[config.mk]
export PLATFORM = sky130hd
export DESIGN_NAME = bsa_config_regs
export DESIGN_NICKNAME = d
export VERILOG_FILES = /design/src/design/bsa_pkg.sv /design/src/design/bsa_config_regs.sv
export VERILOG_INCLUDE_DIRS = /design/src /design/src/design
export SDC_FILE = /design/constraint.sdc
export NUM_CORES = 1
export LEC_CHECK = 0
export BUFFER_PORTS_ARGS = -buffer_cell sky130_fd_sc_hd__clkbuf_2
export CORE_MARGIN = 8
export CORE_UTILIZATION = 40
export CTS_CLUSTER_SIZE = 8
export DETAILED_ROUTE_END_ITERATION = 10
export SKIP_LAST_GASP = 1
export SYNTH_ARGS = -nofsm -noshare
export SYNTH_HDL_FRONTEND = slang
export SYNTH_SLANG_ARGS = --single-unit
[constraint.sdc]
create_clock -name ref_clk -period 1.7 [get_ports ref_clk]
set_clock_uncertainty 0.15 [all_clocks]
set_input_delay 0.34 -clock ref_clk [delete_from_list [all_inputs] [get_ports ref_clk]]
set_output_delay 0.34 -clock ref_clk [all_outputs]
set_load 0.02 [all_outputs]
[src/design/bsa_defs.svh]
// Purpose: Offsets, field positions, reset values for the loop and gain configuration
// Assumes: Registers sit at their printed addresses on the register port
// Notes:   Macros only
`ifndef BSA_DEFS_SVH
`define BSA_DEFS_SVH

`define BSA_ADDR_W            6
`define BSA_DATA_W            8
`define BSA_BIT_SYNC_ADDR     6'h1a
`define BSA_GAIN_LIMITS_ADDR  6'h1b

`define BSA_PRE_KI_HI         7
`define BSA_PRE_KI_LO         6
`define BSA_PRE_KP_HI         5
`define BSA_PRE_KP_LO         4
`define BSA_POST_KI_BIT       3
`define BSA_POST_KP_BIT       2
`define BSA_RATE_SAT_HI       1
`define BSA_RATE_SAT_LO       0
`define BSA_BIT_SYNC_RESET    8'h6c

`define BSA_DIGITAL_VARIABLE_AMP_CAP_HI       7
`define BSA_DIGITAL_VARIABLE_AMP_CAP_LO       6
`define BSA_LNA_CAP_HI        5
`define BSA_LNA_CAP_LO        3
`define BSA_TARGET_HI         2
`define BSA_TARGET_LO         0
`define BSA_GAIN_LIMITS_RESET 8'h03

`endif

[src/design/bsa_pkg.sv]
// Purpose: Types for the loop and gain configuration block
// Assumes: Nothing beyond the defs header
// Notes:   One packed struct holds all state
package bsa_pkg;

    typedef struct packed {
        logic [7:0] bit_sync_loop_config;
        logic [7:0] gain_control_limits;
        logic [7:0] rdata;
        logic [3:0] integral_gain_halves;
        logic [2:0] proportional_gain_mult;
        logic [2:0] rate_offset_limit;
        logic [1:0] digital_amp_barred_steps;
        logic [2:0] front_amp_cap_code;
        logic [5:0] filter_target_db;
        logic       loops_frozen;
    } bsa_state_s;

endpackage

[src/design/bsa_config_regs.sv]
// Purpose: Clock recovery and gain control configuration registers with field decode
// Assumes: Register port and status inputs synchronous to ref_clk
// Notes:   Read data appears one cycle after the read strobe
`timescale 1ns/1ns
`default_nettype none
`include "bsa_defs.svh"

module bsa_config_regs (
    input  wire logic                    ref_clk,
    input  wire logic                    reset_n,
    input  wire logic [`BSA_ADDR_W-1:0]  reg_addr,
    input  wire logic                    reg_wr,
    input  wire logic                    reg_rd,
    input  wire logic [`BSA_DATA_W-1:0]  reg_wdata,
    output logic      [`BSA_DATA_W-1:0]  reg_rdata,
    input  wire logic                    sync_detected,
    input  wire logic                    carrier_sense,
    input  wire logic                    loop_gate_on_carrier,
    output logic      [3:0]              integral_gain_halves,
    output logic      [2:0]              proportional_gain_mult,
    output logic      [2:0]              rate_offset_limit,
    output logic      [1:0]              digital_amp_barred_steps,
    output logic      [2:0]              front_amp_cap_code,
    output logic      [5:0]              filter_target_db,
    output logic                         loops_frozen
);

    // ****************************************
    // Functions
    // ****************************************
    function automatic logic addr_hit(
        input logic [`BSA_ADDR_W-1:0] addr,
        input logic [`BSA_ADDR_W-1:0] target
    );
        addr_hit = (addr == target);
    endfunction

    function automatic logic [7:0] read_mux(
        input logic [`BSA_ADDR_W-1:0] addr,
        input logic [7:0]             bs,
        input logic [7:0]             gl
    );
        if (addr_hit(addr, `BSA_BIT_SYNC_ADDR)) begin
            read_mux = bs;
        end else if (addr_hit(addr, `BSA_GAIN_LIMITS_ADDR)) begin
            read_mux = gl;
        end else begin
            read_mux = 8'h00;
        end
    endfunction

    function automatic logic [2:0] gain_mult(input logic [1:0] sel);
        gain_mult = {1'b0, sel} + 3'h1;
    endfunction

    function automatic logic [3:0] integral_halves(
        input logic       sync,
        input logic       post_half,
        input logic [1:0] sel
    );
        if (sync && post_half) begin
            integral_halves = 4'h1;
        end else begin
            integral_halves = {gain_mult(sel), 1'b0};
        end
    endfunction

    function automatic logic [2:0] proportional_mult(
        input logic       sync,
        input logic       post_base,
        input logic [1:0] sel
    );
        if (sync && post_base) begin
            proportional_mult = 3'h1;
        end else begin
            proportional_mult = gain_mult(sel);
        end
    endfunction

    function automatic logic [2:0] rate_limit(input logic [1:0] code);
        case (code)
            2'h0:    rate_limit = 3'h0;
            2'h1:    rate_limit = 3'h1;
            2'h2:    rate_limit = 3'h2;
            default: rate_limit = 3'h4;
        endcase
    endfunction

    function automatic logic [5:0] target_db(input logic [2:0] code);
        case (code)
            3'h0:    target_db = 6'h18;
            3'h1:    target_db = 6'h1b;
            3'h2:    target_db = 6'h1e;
            3'h3:    target_db = 6'h21;
            3'h4:    target_db = 6'h24;
            3'h5:    target_db = 6'h26;
            3'h6:    target_db = 6'h28;
            default: target_db = 6'h2a;
        endcase
    endfunction

    // ****************************************
    // State
    // ****************************************
    bsa_pkg::bsa_state_s state;
    bsa_pkg::bsa_state_s next_state;

    logic [7:0] bs_cfg;
    logic [7:0] gl_cfg;

    // ****************************************
    // Next state
    // ****************************************
    always_comb begin
        next_state = state;
        bs_cfg     = state.bit_sync_loop_config;
        gl_cfg     = state.gain_control_limits;

        // Register writes
        if (reg_wr && addr_hit(reg_addr, `BSA_BIT_SYNC_ADDR)) begin
            next_state.bit_sync_loop_config = reg_wdata;
        end
        if (reg_wr && addr_hit(reg_addr, `BSA_GAIN_LIMITS_ADDR)) begin
            next_state.gain_control_limits = reg_wdata;
        end

        // Reads return the value held before this edge
        if (reg_rd) begin
            next_state.rdata = read_mux(reg_addr, bs_cfg, gl_cfg);
        end

        // Integral gain in units of half the base gain
        next_state.integral_gain_halves = integral_halves(
            sync_detected,
            bs_cfg[`BSA_POST_KI_BIT],
            bs_cfg[`BSA_PRE_KI_HI:`BSA_PRE_KI_LO]
        );
        next_state.proportional_gain_mult = proportional_mult(
            sync_detected,
            bs_cfg[`BSA_POST_KP_BIT],
            bs_cfg[`BSA_PRE_KP_HI:`BSA_PRE_KP_LO]
        );

        // Limit in units of 1/32 of the data rate
        next_state.rate_offset_limit = rate_limit(
            bs_cfg[`BSA_RATE_SAT_HI:`BSA_RATE_SAT_LO]
        );

        // Gain control limits
        next_state.digital_amp_barred_steps = gl_cfg[`BSA_DIGITAL_VARIABLE_AMP_CAP_HI:`BSA_DIGITAL_VARIABLE_AMP_CAP_LO];
        next_state.front_amp_cap_code = gl_cfg[`BSA_LNA_CAP_HI:`BSA_LNA_CAP_LO];
        next_state.filter_target_db = target_db(
            gl_cfg[`BSA_TARGET_HI:`BSA_TARGET_LO]
        );

        // Loop gating
        next_state.loops_frozen = loop_gate_on_carrier && !carrier_sense;
    end

    // ****************************************
    // Registers
    // ****************************************
    always_ff @(posedge ref_clk or negedge reset_n) begin
        if (!reset_n) begin
            state.bit_sync_loop_config     <= `BSA_BIT_SYNC_RESET;
            state.gain_control_limits      <= `BSA_GAIN_LIMITS_RESET;
            state.rdata                    <= 8'h00;
            state.integral_gain_halves     <= 4'h4;
            state.proportional_gain_mult   <= 3'h3;
            state.rate_offset_limit        <= 3'h0;
            state.digital_amp_barred_steps <= 2'h0;
            state.front_amp_cap_code       <= 3'h0;
            state.filter_target_db         <= 6'h21;
            state.loops_frozen             <= 1'b0;
        end else begin
            state <= next_state;
        end
    end

    // ****************************************
    // Outputs
    // ****************************************
    assign reg_rdata                = state.rdata;
    assign integral_gain_halves     = state.integral_gain_halves;
    assign proportional_gain_mult   = state.proportional_gain_mult;
    assign rate_offset_limit        = state.rate_offset_limit;
    assign digital_amp_barred_steps = state.digital_amp_barred_steps;
    assign front_amp_cap_code       = state.front_amp_cap_code;
    assign filter_target_db         = state.filter_target_db;
    assign loops_frozen             = state.loops_frozen;

endmodule

`default_nettype wire

==> Word level (Yosys, flattened, before mapping) <==
Cells that the tools add are included.
{ "word_totals": {"out_inout_bits": 30, "regBits": 46, "elab_cells": 36} }
{ "op_classes": {"muxes": 6, "reduce_logical": 8, "addsub": 2, "eq_ne": 10} }
{ "ops": {"columns": ["operator", "n"], "rows": [
  ["$pmux 6 s7", 1],
  ["$mux 8", 2],
  ["$eq 6x5->1 const B", 2],
  ["$eq 3x3->1 const B", 3],
  ["$pmux 3 s3", 1],
  ["$add 2x1->3 const B", 2],
  ["$eq 3x2->1 const B", 2],
  ["$logic_and 1x1->1", 5],
  ["$mux 4", 1],
  ["$eq 3x1->1 const B", 1],
  ["$logic_not 3->1", 1],
  ["$mux 3", 1],
  ["$eq 2x1->1 const B", 1],
  ["$eq 2x2->1 const B", 1],
  ["$logic_not 2->1", 1],
  ["$logic_not 1->1", 1]
]} }

==> Logic depth before layout (Yosys ltp) <==
Gate-level depths: netlist (run 1).
{ "logic_depth": {"word_depth": 3, "depth_mapped": 4} }

==> Least setup slack after synthesis (run 1) <==
No wires, ideal clock.
{ "synth_path": {"kind": "input-to-reg", "start": "input port reg_addr[5]", "end": "register state, in the netlist gl_cfg[2]", "setup_ps": 125, "arrival_time_ps": 1249, "path_slack_ps": 176, "cell_stages": 4, "path_cell_list": "and3b_2 and4_4 buf_6 mux2_4"} }
{ "synth_via": {"elab_chain_cells": 2} }
{ "synth_lines": {"columns": ["item", "line_no", "text"], "rows": [
  ["start: declaration", "bsa_config_regs.sv:11", "input wire logic [`BSA_ADDR_W-1:0] reg_addr,"],
  ["$eq 6x5->1", "bsa_config_regs.sv:35", "addr_hit = (addr == target);"],
  ["$logic_and 1x1->1", "bsa_config_regs.sv:123", "if (reg_wr && addr_hit(reg_addr, `BSA_GAIN_LIMITS_ADDR)) begin"],
  ["end signal: assignment", "bsa_config_regs.sv:176", "state <= next_state;"],
  ["end: declaration", "bsa_config_regs.sv:105", "bsa_pkg::bsa_state_s state;"]
]} }
Every way passes these cells.
A chain may end at the register's enable or synchronous reset.

==> Worst setup path in the final report (run 1) <==
{ "layout_path": {"start": "register proportional_gain_mult[0] (netlist name)", "end": "output port proportional_gain_mult[0]"} }
{ "layout_rtl": {"columns": ["item", "line_no", "text"], "rows": [
  ["end: declaration", "bsa_config_regs.sv:20", "output logic [2:0] proportional_gain_mult,"]
]} }
No word-level cell between the ends.

==> summary.txt, run 1 <==
Worst setup path
  – Crit path required time: between 1000 and 1500 ps
  – Data arrival, critical path: approximately 980 ps
  – Reg-to-reg endpoint: integral_gain_halves[2]
  – Slowest cell delay on critical path: approximately 530 ps
  – Critical path cell sequence: clkbuf_2
  – Register-to-Register Setup Slack: 570 ps
  – R2r startpoint: bs_cfg[6]
  – Buf/Inv on CP: 1
  – Worst setup path class: reg2out
  – CP delay by family, top: flip-flops
  – Worst path depth: 1
  – Maximum net fanout on the critical path: 1
  – Slowest cell on crit path: dfstp_2
  – Termination of the worst setup path: proportional_gain_mult[0]
  – Type of element capturing the critical path: primary output
  – Launching element of the worst setup path: proportional_gain_mult[0]
  – Critical Path Source Type: register
  – Cells on worst reg2reg path: 2

Die
  – Die width: 82.32 µm
  – Full die area: slightly below 7000 µm²
  – Vertical die dimension: 82.32 µm
  – Core area: about 4300 µm²
  – Number of core rows: 24
  – Number of top-level design ports: approximately 50
  – Initial Util: roughly 40%

Placed design
  – Final HPWL from detailed placement: 2713 µm
  – Setup Slack @ Placement: approximately 110 ps
  – Last weighted congestion value of the routability-driven placer: 0.7276
  – Area post-placement: 2102 µm²
  – PortBufs: 50

STA
  – Min Hold Slack: 40.06 ps
  – Number of slew-limit violations in the final report: 0
  – Time the worst path needs with I/O delays and setup: ~1500 ps
  – Minimum setup slack in the final design: ~230 ps
  – Period utilisation layout: between 80% and 90%
  – Setup total negative slack: 0 ps
  – Final Setup Violations: 0
  – Remaining max-slew budget at the tightest pin: between 70 and 80%
  – Achievable Freq: ~0.7 GHz
  – RSZ-0062 raised after global routing: false
  – Number of endpoints with negative hold slack in the final report: 0
  – Pin slew with the least headroom to its limit: between 400 and 500 ps

Drt
  – Wire length on met2: between 1500 and 2000 µm
  – Post-route DRC: 0
  – Number of detailed-route iterations in the first pass: 3
  – Number of nets with antenna violations after detailed routing: 0
  – Top layer in use: met4
  – Routed wire length: between 3000 and 4000 µm
  – DRT met1 WL: approximately 1400 µm
  – WL per Instance: 15.87 µm
  – Detailed-route vias per instance: 4.670
  – Vias after detailed routing: ~1.1k
  – Metal3 WL: ~240 µm
  – Detailed Route Iter0 Violations: 76

Final layout
  – Number of fill cells: 396
  – Area added between synthesis and finish: 26.10%
  – Final Net Count: 200
  – Antenna diode count: 0
  – Share of post-route cells with drive strength above 1: a little over 50%
  – Final Instance Area: about 2200 µm²
  – Final standard cell utilization of the core: 51.66%

Clock network
  – CTS Buf Count: 5
  – Cell at the root of the clock tree: clkbuf_8
  – TritonCTS clock tree: yes
  – Reg clk slew, reported paths: 80 ps
  – Number of sinks driven by the clock tree: 46
  – Maximum root-to-sink buffer count: 2
  – Clock latency reported for the late side of the worst-skew pair: roughly 290 ps
  – Deepest level of the CTS H-tree: 2

Status
  – Outcome: completed

Pwr
  – Total leakage power: approximately 1.1 nW
  – Power density normalized to cell area: 1129 nW/µm²
  – Largest vdd supply drop: 458.2 µV

Synth
  – FF+latch count, synth: 46
  – Cell area after synthesis: between 1500 and 2000 µm²
  – Number of distinct standard cells referenced by the synthesized netlist: 25
  – Sequential cell area fraction in the yosys report: 66.22%
  – Synthesized area divided by synthesized cell count: roughly 15 µm²
  – Syn. warnings: 0
  – Post-synthesis net count: 140
  – Synth Instances: ~120

GRT
  – Pin count of the biggest net entering global routing: 47
  – Congestion Overflow GR: 0
  – Global routing usage summed across all routing layers: a little under an eighth
  – Number of antenna violations at the first check in global routing: 0
  – Wire length of the first global-routing pass: 5989 µm
  – Number of global-route vias before repair: between 1k and 1.5k

Hold path
  – Worst hold path class: in2reg

Job
  – Total of max-cap violations: 0
power by group:
group / internal [mW] / switching [mW] / total, mW
registers: 1.25 / 0.0719 / 1.32
clock network: 0.440 / 0.345 / 0.784
logic: 0.177 / 0.222 / 0.399
through the flow:
step                      cells  power (mW)
final                       230       2.504
after global routing        230       2.644
after CTS                   230       2.544
after detailed placement    221       1.749
after global placement      221       1.735
after floorplan             117       1.571
area by class of cell:
class,instances,area (µm²),area share [%]
clock inverters,1,30.03,1.354
well taps,52,65.06,2.933
clock buffers,7,76.32,3.440
repair buffers,56,310.3,13.99
inverters,10,37.54,1.692
multi-input cells,58,534.3,24.08
flip-flops and latches,46,1165,52.51
cells in the mapped netlist:
cell | instances | area, µm²
ha_1 | 2 | 25.02
mux2_2 | 8 | 90.09
nor2_1 | 2 | 7.510
nor2b_1 | 5 | 31.28
nand4b_4 | 1 | 23.77
clkbuf_1 | 1 | 3.750
and2_1 | 4 | 25.02
nand2b_1 | 2 | 12.51
and3b_2 | 1 | 10.01
mux2_4 | 8 | 120.1
and4_4 | 1 | 11.26
mux2i_1 | 8 | 80.08
o21ai_0 | 1 | 5.000
dfrtp_1 | 35 | 875.8
inv_1 | 10 | 37.54
o21a_1 | 1 | 7.510
nand3_1 | 1 | 5.000
o22ai_1 | 8 | 50.05
xnor2_1 | 1 | 8.760
nand2_1 | 2 | 7.510
buf_6 | 1 | 11.26
dfstp_2 | 11 | 289.0
a21oi_1 | 1 | 5.000
buf_4 | 1 | 7.510
nor2b_2 | 1 | 8.760
metal layers:
layer  up-vias  track usage, %
li1        514               -
met1       527           12.88
met2        26           20.67
met3         7           4.004
met4         0           5.789
met5         -               0
how the worst min path moves through the flow:
stage / end / start / depth (start not counted)
2_1_floorplan: bs_cfg[0] / reset_n / 0
3_3_place_gp: integral_gain_halves[1] / reset_n / 2
3_5_place_dp: integral_gain_halves[1] / reset_n / 2
4_1_cts: loops_frozen / carrier_sense / 2
5_1_grt: loops_frozen / carrier_sense / 2
6_report: loops_frozen / carrier_sense / 2
flip-flops by register name, summed over array words and instances, names as in the netlist, 2 cells and up:
| signal | count |
|---|---|
| bs_cfg | 8 |
| filter_target_db | 6 |
| gl_cfg | 8 |
| digital_amp_barred_steps | 2 |
| proportional_gain_mult | 3 |
| integral_gain_halves | 4 |
| reg_rdata | 8 |
| front_amp_cap_code | 3 |
| rate_offset_limit | 3 |
cell families after synthesis:
family | Yosys count | synth area share (%)
compound gates | 11 | 3.840
xor+xnor | 1 | 0.4980
fa+ha+maj | 2 | 1.422
buf+inv | 13 | 3.414
flops | 46 | 66.22
mux | 24 | 16.50
simple gates | 20 | 8.108
placed cells by master (no fill, tap or decap), drive strengths merged, types with 2 or more instances in the layout:
master  instances
dfstp          11
nand2           2
nor2b           6
nor2            2
inv            10
dfrtp          35
o22ai           8
buf             5
clkbuf         57
ha              2
nand2b          2
mux2           16
and2            4
mux2i           8
what timing repair did:
action / CTS / global route
hold endpoints to repair: 35 / 0
gates resized for setup: 0 / 0
hold buffers: 1 / 0
buffers inserted: 0 / 0
Note: power is estimated with default switching activity, not from simulation.
==> run 2: changes to the inputs <==
Settings changed: HOLD_SLACK_MARGIN from default to 0.05.
Clock period 1.7 ns to 1.9 ns, I/O delays scaled along.
==> run 2 against run 1 <==
  * Worst hold slack improved by 21 ps
  * Sequential cell count unchanged
  * Wire length decreased by 1.3%
  * Critical path depth is the same
  * Largest power group unchanged
  * Global-route usage decreased by 0.10 points
  * Sequential power decreased by 11%
==> summary.txt, run 2 (synthesized netlist as in run 1, its figures left out) <==
Pwr
  – Clock network power share: 31.7% (+0.4 points)
  – Cell-internal power: 1.659 mW (-11%)
  – Register share of total power: 52.6% (about the same)
  – Total leakage power: 1.134 nW (-0.85%)
  – Sw Ratio: 26.08% (+0.57 points)
  – Combinational power share: 15.7% (-0.2 points)
  – Net switching power: 0.5851 mW (-8.4%)
  – Largest vdd supply drop: 538.2 µV (+17%)
  – Power density normalized to cell area: 1021 nW/µm² (-9.6%)

Drt
  – Detailed Route Iter0 Violations: 43 (-43%)
  – WL per Instance: 15.88 µm (about the same)
  – Routed wire length: 3605 µm (-1.3%)
  – Number of nets with antenna violations after detailed routing: 0 (unchanged)
  – Number of detailed-route iterations in the first pass: 4 (+1)
  – Vias after detailed routing: 1,074 (unchanged)
  – Post-route DRC: 0 (unchanged)
  – Detailed-route vias per instance: 4.731 (+1.3%)

Die
  – Number of top-level design ports: 51 (unchanged)
  – Number of core rows: 24 (unchanged)
  – Die width: 82.32 µm (unchanged)
  – Full die area: 6776 µm² (unchanged)
  – Vertical die dimension: 82.32 µm (unchanged)
  – Core area: 4294 µm² (unchanged)
  – Initial Util: 40.97% (unchanged)

Status
  – Outcome: completed

Placed design
  – Last weighted congestion value of the routability-driven placer: 0.7207 (-0.95%)
  – PortBufs: 50 (unchanged)
  – Final HPWL from detailed placement: 2718 µm (+0.19%)

Final layout
  – Antenna diode count: 0 (unchanged)
  – Number of fill cells: 386 (-2.5%)
  – Leading cell type in the layout, fill and taps excluded: clkbuf_2
  – Final Net Count: 197 (-1.5%)
  – Area added between synthesis and finish: 24.96%
  – Final standard cell utilization of the core: 51.19% (-0.47 points)
  – Top library cells by usage in the layout, fill and taps aside: clkbuf_2 (50), dfrtp_1 (35), dfstp_2 (11)
  – Share of post-route cells with drive strength above 1: 52.00% (+0.31 points)

Job
  – Total of max-cap violations: 0 (unchanged)

GRT
  – Global routing usage summed across all routing layers: 11.87% (-0.10 points)
  – Number of antenna violations at the first check in global routing: 0 (unchanged)
  – Number of global-route vias before repair: 1,182 (-0.42%)
  – Congestion Overflow GR: 0 (unchanged)
  – Pin count of the biggest net entering global routing: 30 (-36%)
  – Wire length of the first global-routing pass: 5892 µm (-1.6%)

Worst setup path
  – Type of element capturing the critical path: primary output
  – Maximum net fanout on the critical path: 1 (unchanged)
  – Reg-to-reg endpoint: integral_gain_halves[2]
  – R2r startpoint: bs_cfg[6]
  – Data arrival, critical path: 990 ps (about the same)
  – CP delay by family, top: flip-flops
  – Slowest cell delay on critical path: 530 ps (about the same)
  – Worst path depth: 1 (unchanged)
  – Critical path cell sequence: clkbuf_2
  – Slowest cell on crit path: dfstp_2
  – Cells on worst reg2reg path: 2 (unchanged)
  – Critical Path Source Type: register
  – Crit path required time: 1370 ps (+160 ps)
  – Register-to-Register Setup Slack: 750 ps (+180 ps)
  – Buf/Inv on CP: 1 (unchanged)
  – Worst setup path class: reg2out

Hold path
  – Worst hold path class: in2reg
  – Critical hold path startpoint: carrier_sense
  – Hold EP: loops_frozen
  – WHS Path Cells: 2 (unchanged)

Clock network
  – TritonCTS clock tree: yes
  – Resized cells post-CTS: 0 (unchanged)
  – Deepest level of the CTS H-tree: 2 (unchanged)
  – CTS Buf Count: 5 (unchanged)
  – Cell at the root of the clock tree: clkbuf_8
  – Number of sinks driven by the clock tree: 46 (unchanged)
  – Reg clk slew, reported paths: 80 ps (about the same)
  – Clock latency reported for the late side of the worst-skew pair: 300 ps (about the same)
  – Maximum root-to-sink buffer count: 2 (unchanged)

STA
  – Setup total negative slack: 0 ps (unchanged)
  – Number of endpoints with negative hold slack in the final report: 0 (unchanged)
  – Number of slew-limit violations in the final report: 0 (unchanged)
  – Time the worst path needs with I/O delays and setup: around 1500 ps
  – Remaining max-slew budget at the tightest pin: 67.20% (-5.2 points)
  – Final Setup Violations: 0 (unchanged)
  – RSZ-0062 raised after global routing: false
  – Period utilisation layout: 79.96%
  – Min Hold Slack: 61.39 ps (+21.33 ps)
  – Pin slew with the least headroom to its limit: 492.0 ps (+79.85 ps)
  – Achievable Freq: about 0.66 GHz
[run 2: metal layers]
metal | up-vias | global-route usage, % | share of wire, % | wire (µm)
met4 | 0 | 6.842 | 2.4 | 85
met1 | 528 | 12.78 | 39 | 1398
met2 | 31 | 19.89 | 51 | 1829
met3 | 6 | 4.113 | 8.1 | 291
met5 | - | 0 | 0 | 0
li1 | 509 | - | - | -
[run 2: worst max-delay path by stage]
stage,start,end,slack (ps)
floorplan,reg_addr[5],gl_cfg[2],340
global placement,reg_addr[5],gl_cfg[7],250
detailed placement,reg_addr[5],gl_cfg[7],220
CTS,proportional_gain_mult[0],proportional_gain_mult[0],370
global route,proportional_gain_mult[1],proportional_gain_mult[1],350
finish,proportional_gain_mult[0],proportional_gain_mult[0],380
[run 2: final cells by class]
cell class	instances	area, µm²	area share [%]
sequential	46	1165	52.99
multi-input combinational	58	534.3	24.30
timing repair buffer	53	287.8	13.09
clock buffer	5	68.82	3.130
tap	52	65.06	2.960
clock inverter	3	40.04	1.821
inverter	10	37.54	1.707
[run 2: metrics by stage]
step                      total power, mW  setup WS [ps]  cells  instance area [µm²]
after CTS                           2.277          365.8    227                 2198
after detailed placement            1.559          219.6    218                 2079
after global routing                2.346          345.7    227                 2198
final                               2.244          380.8    227                 2198
after floorplan                     1.405          336.4    117                 1759
after global placement              1.547          246.4    218                 2079
[run 2: power groups by stage]
stage,Combinational [mW],Sequential [mW],Clock (mW)
after global routing,0.384,1.20,0.763
after CTS,0.362,1.18,0.733
after floorplan,0.129,1.28,0
after detailed placement,0.360,1.20,0
after global placement,0.352,1.20,0
final,0.352,1.18,0.711
[run 2: worst reg2reg max path, cell delays in order, from the launching register on]
cell     delay, ps
dfstp_2        580
ha_1           230
nor2b_1        130
[run 2: timing repair]
item | in CTS | in global routing
hold endpoints to repair | 13 | 0
setup buffers | 0 | 0
hold buffers | 1 | 0
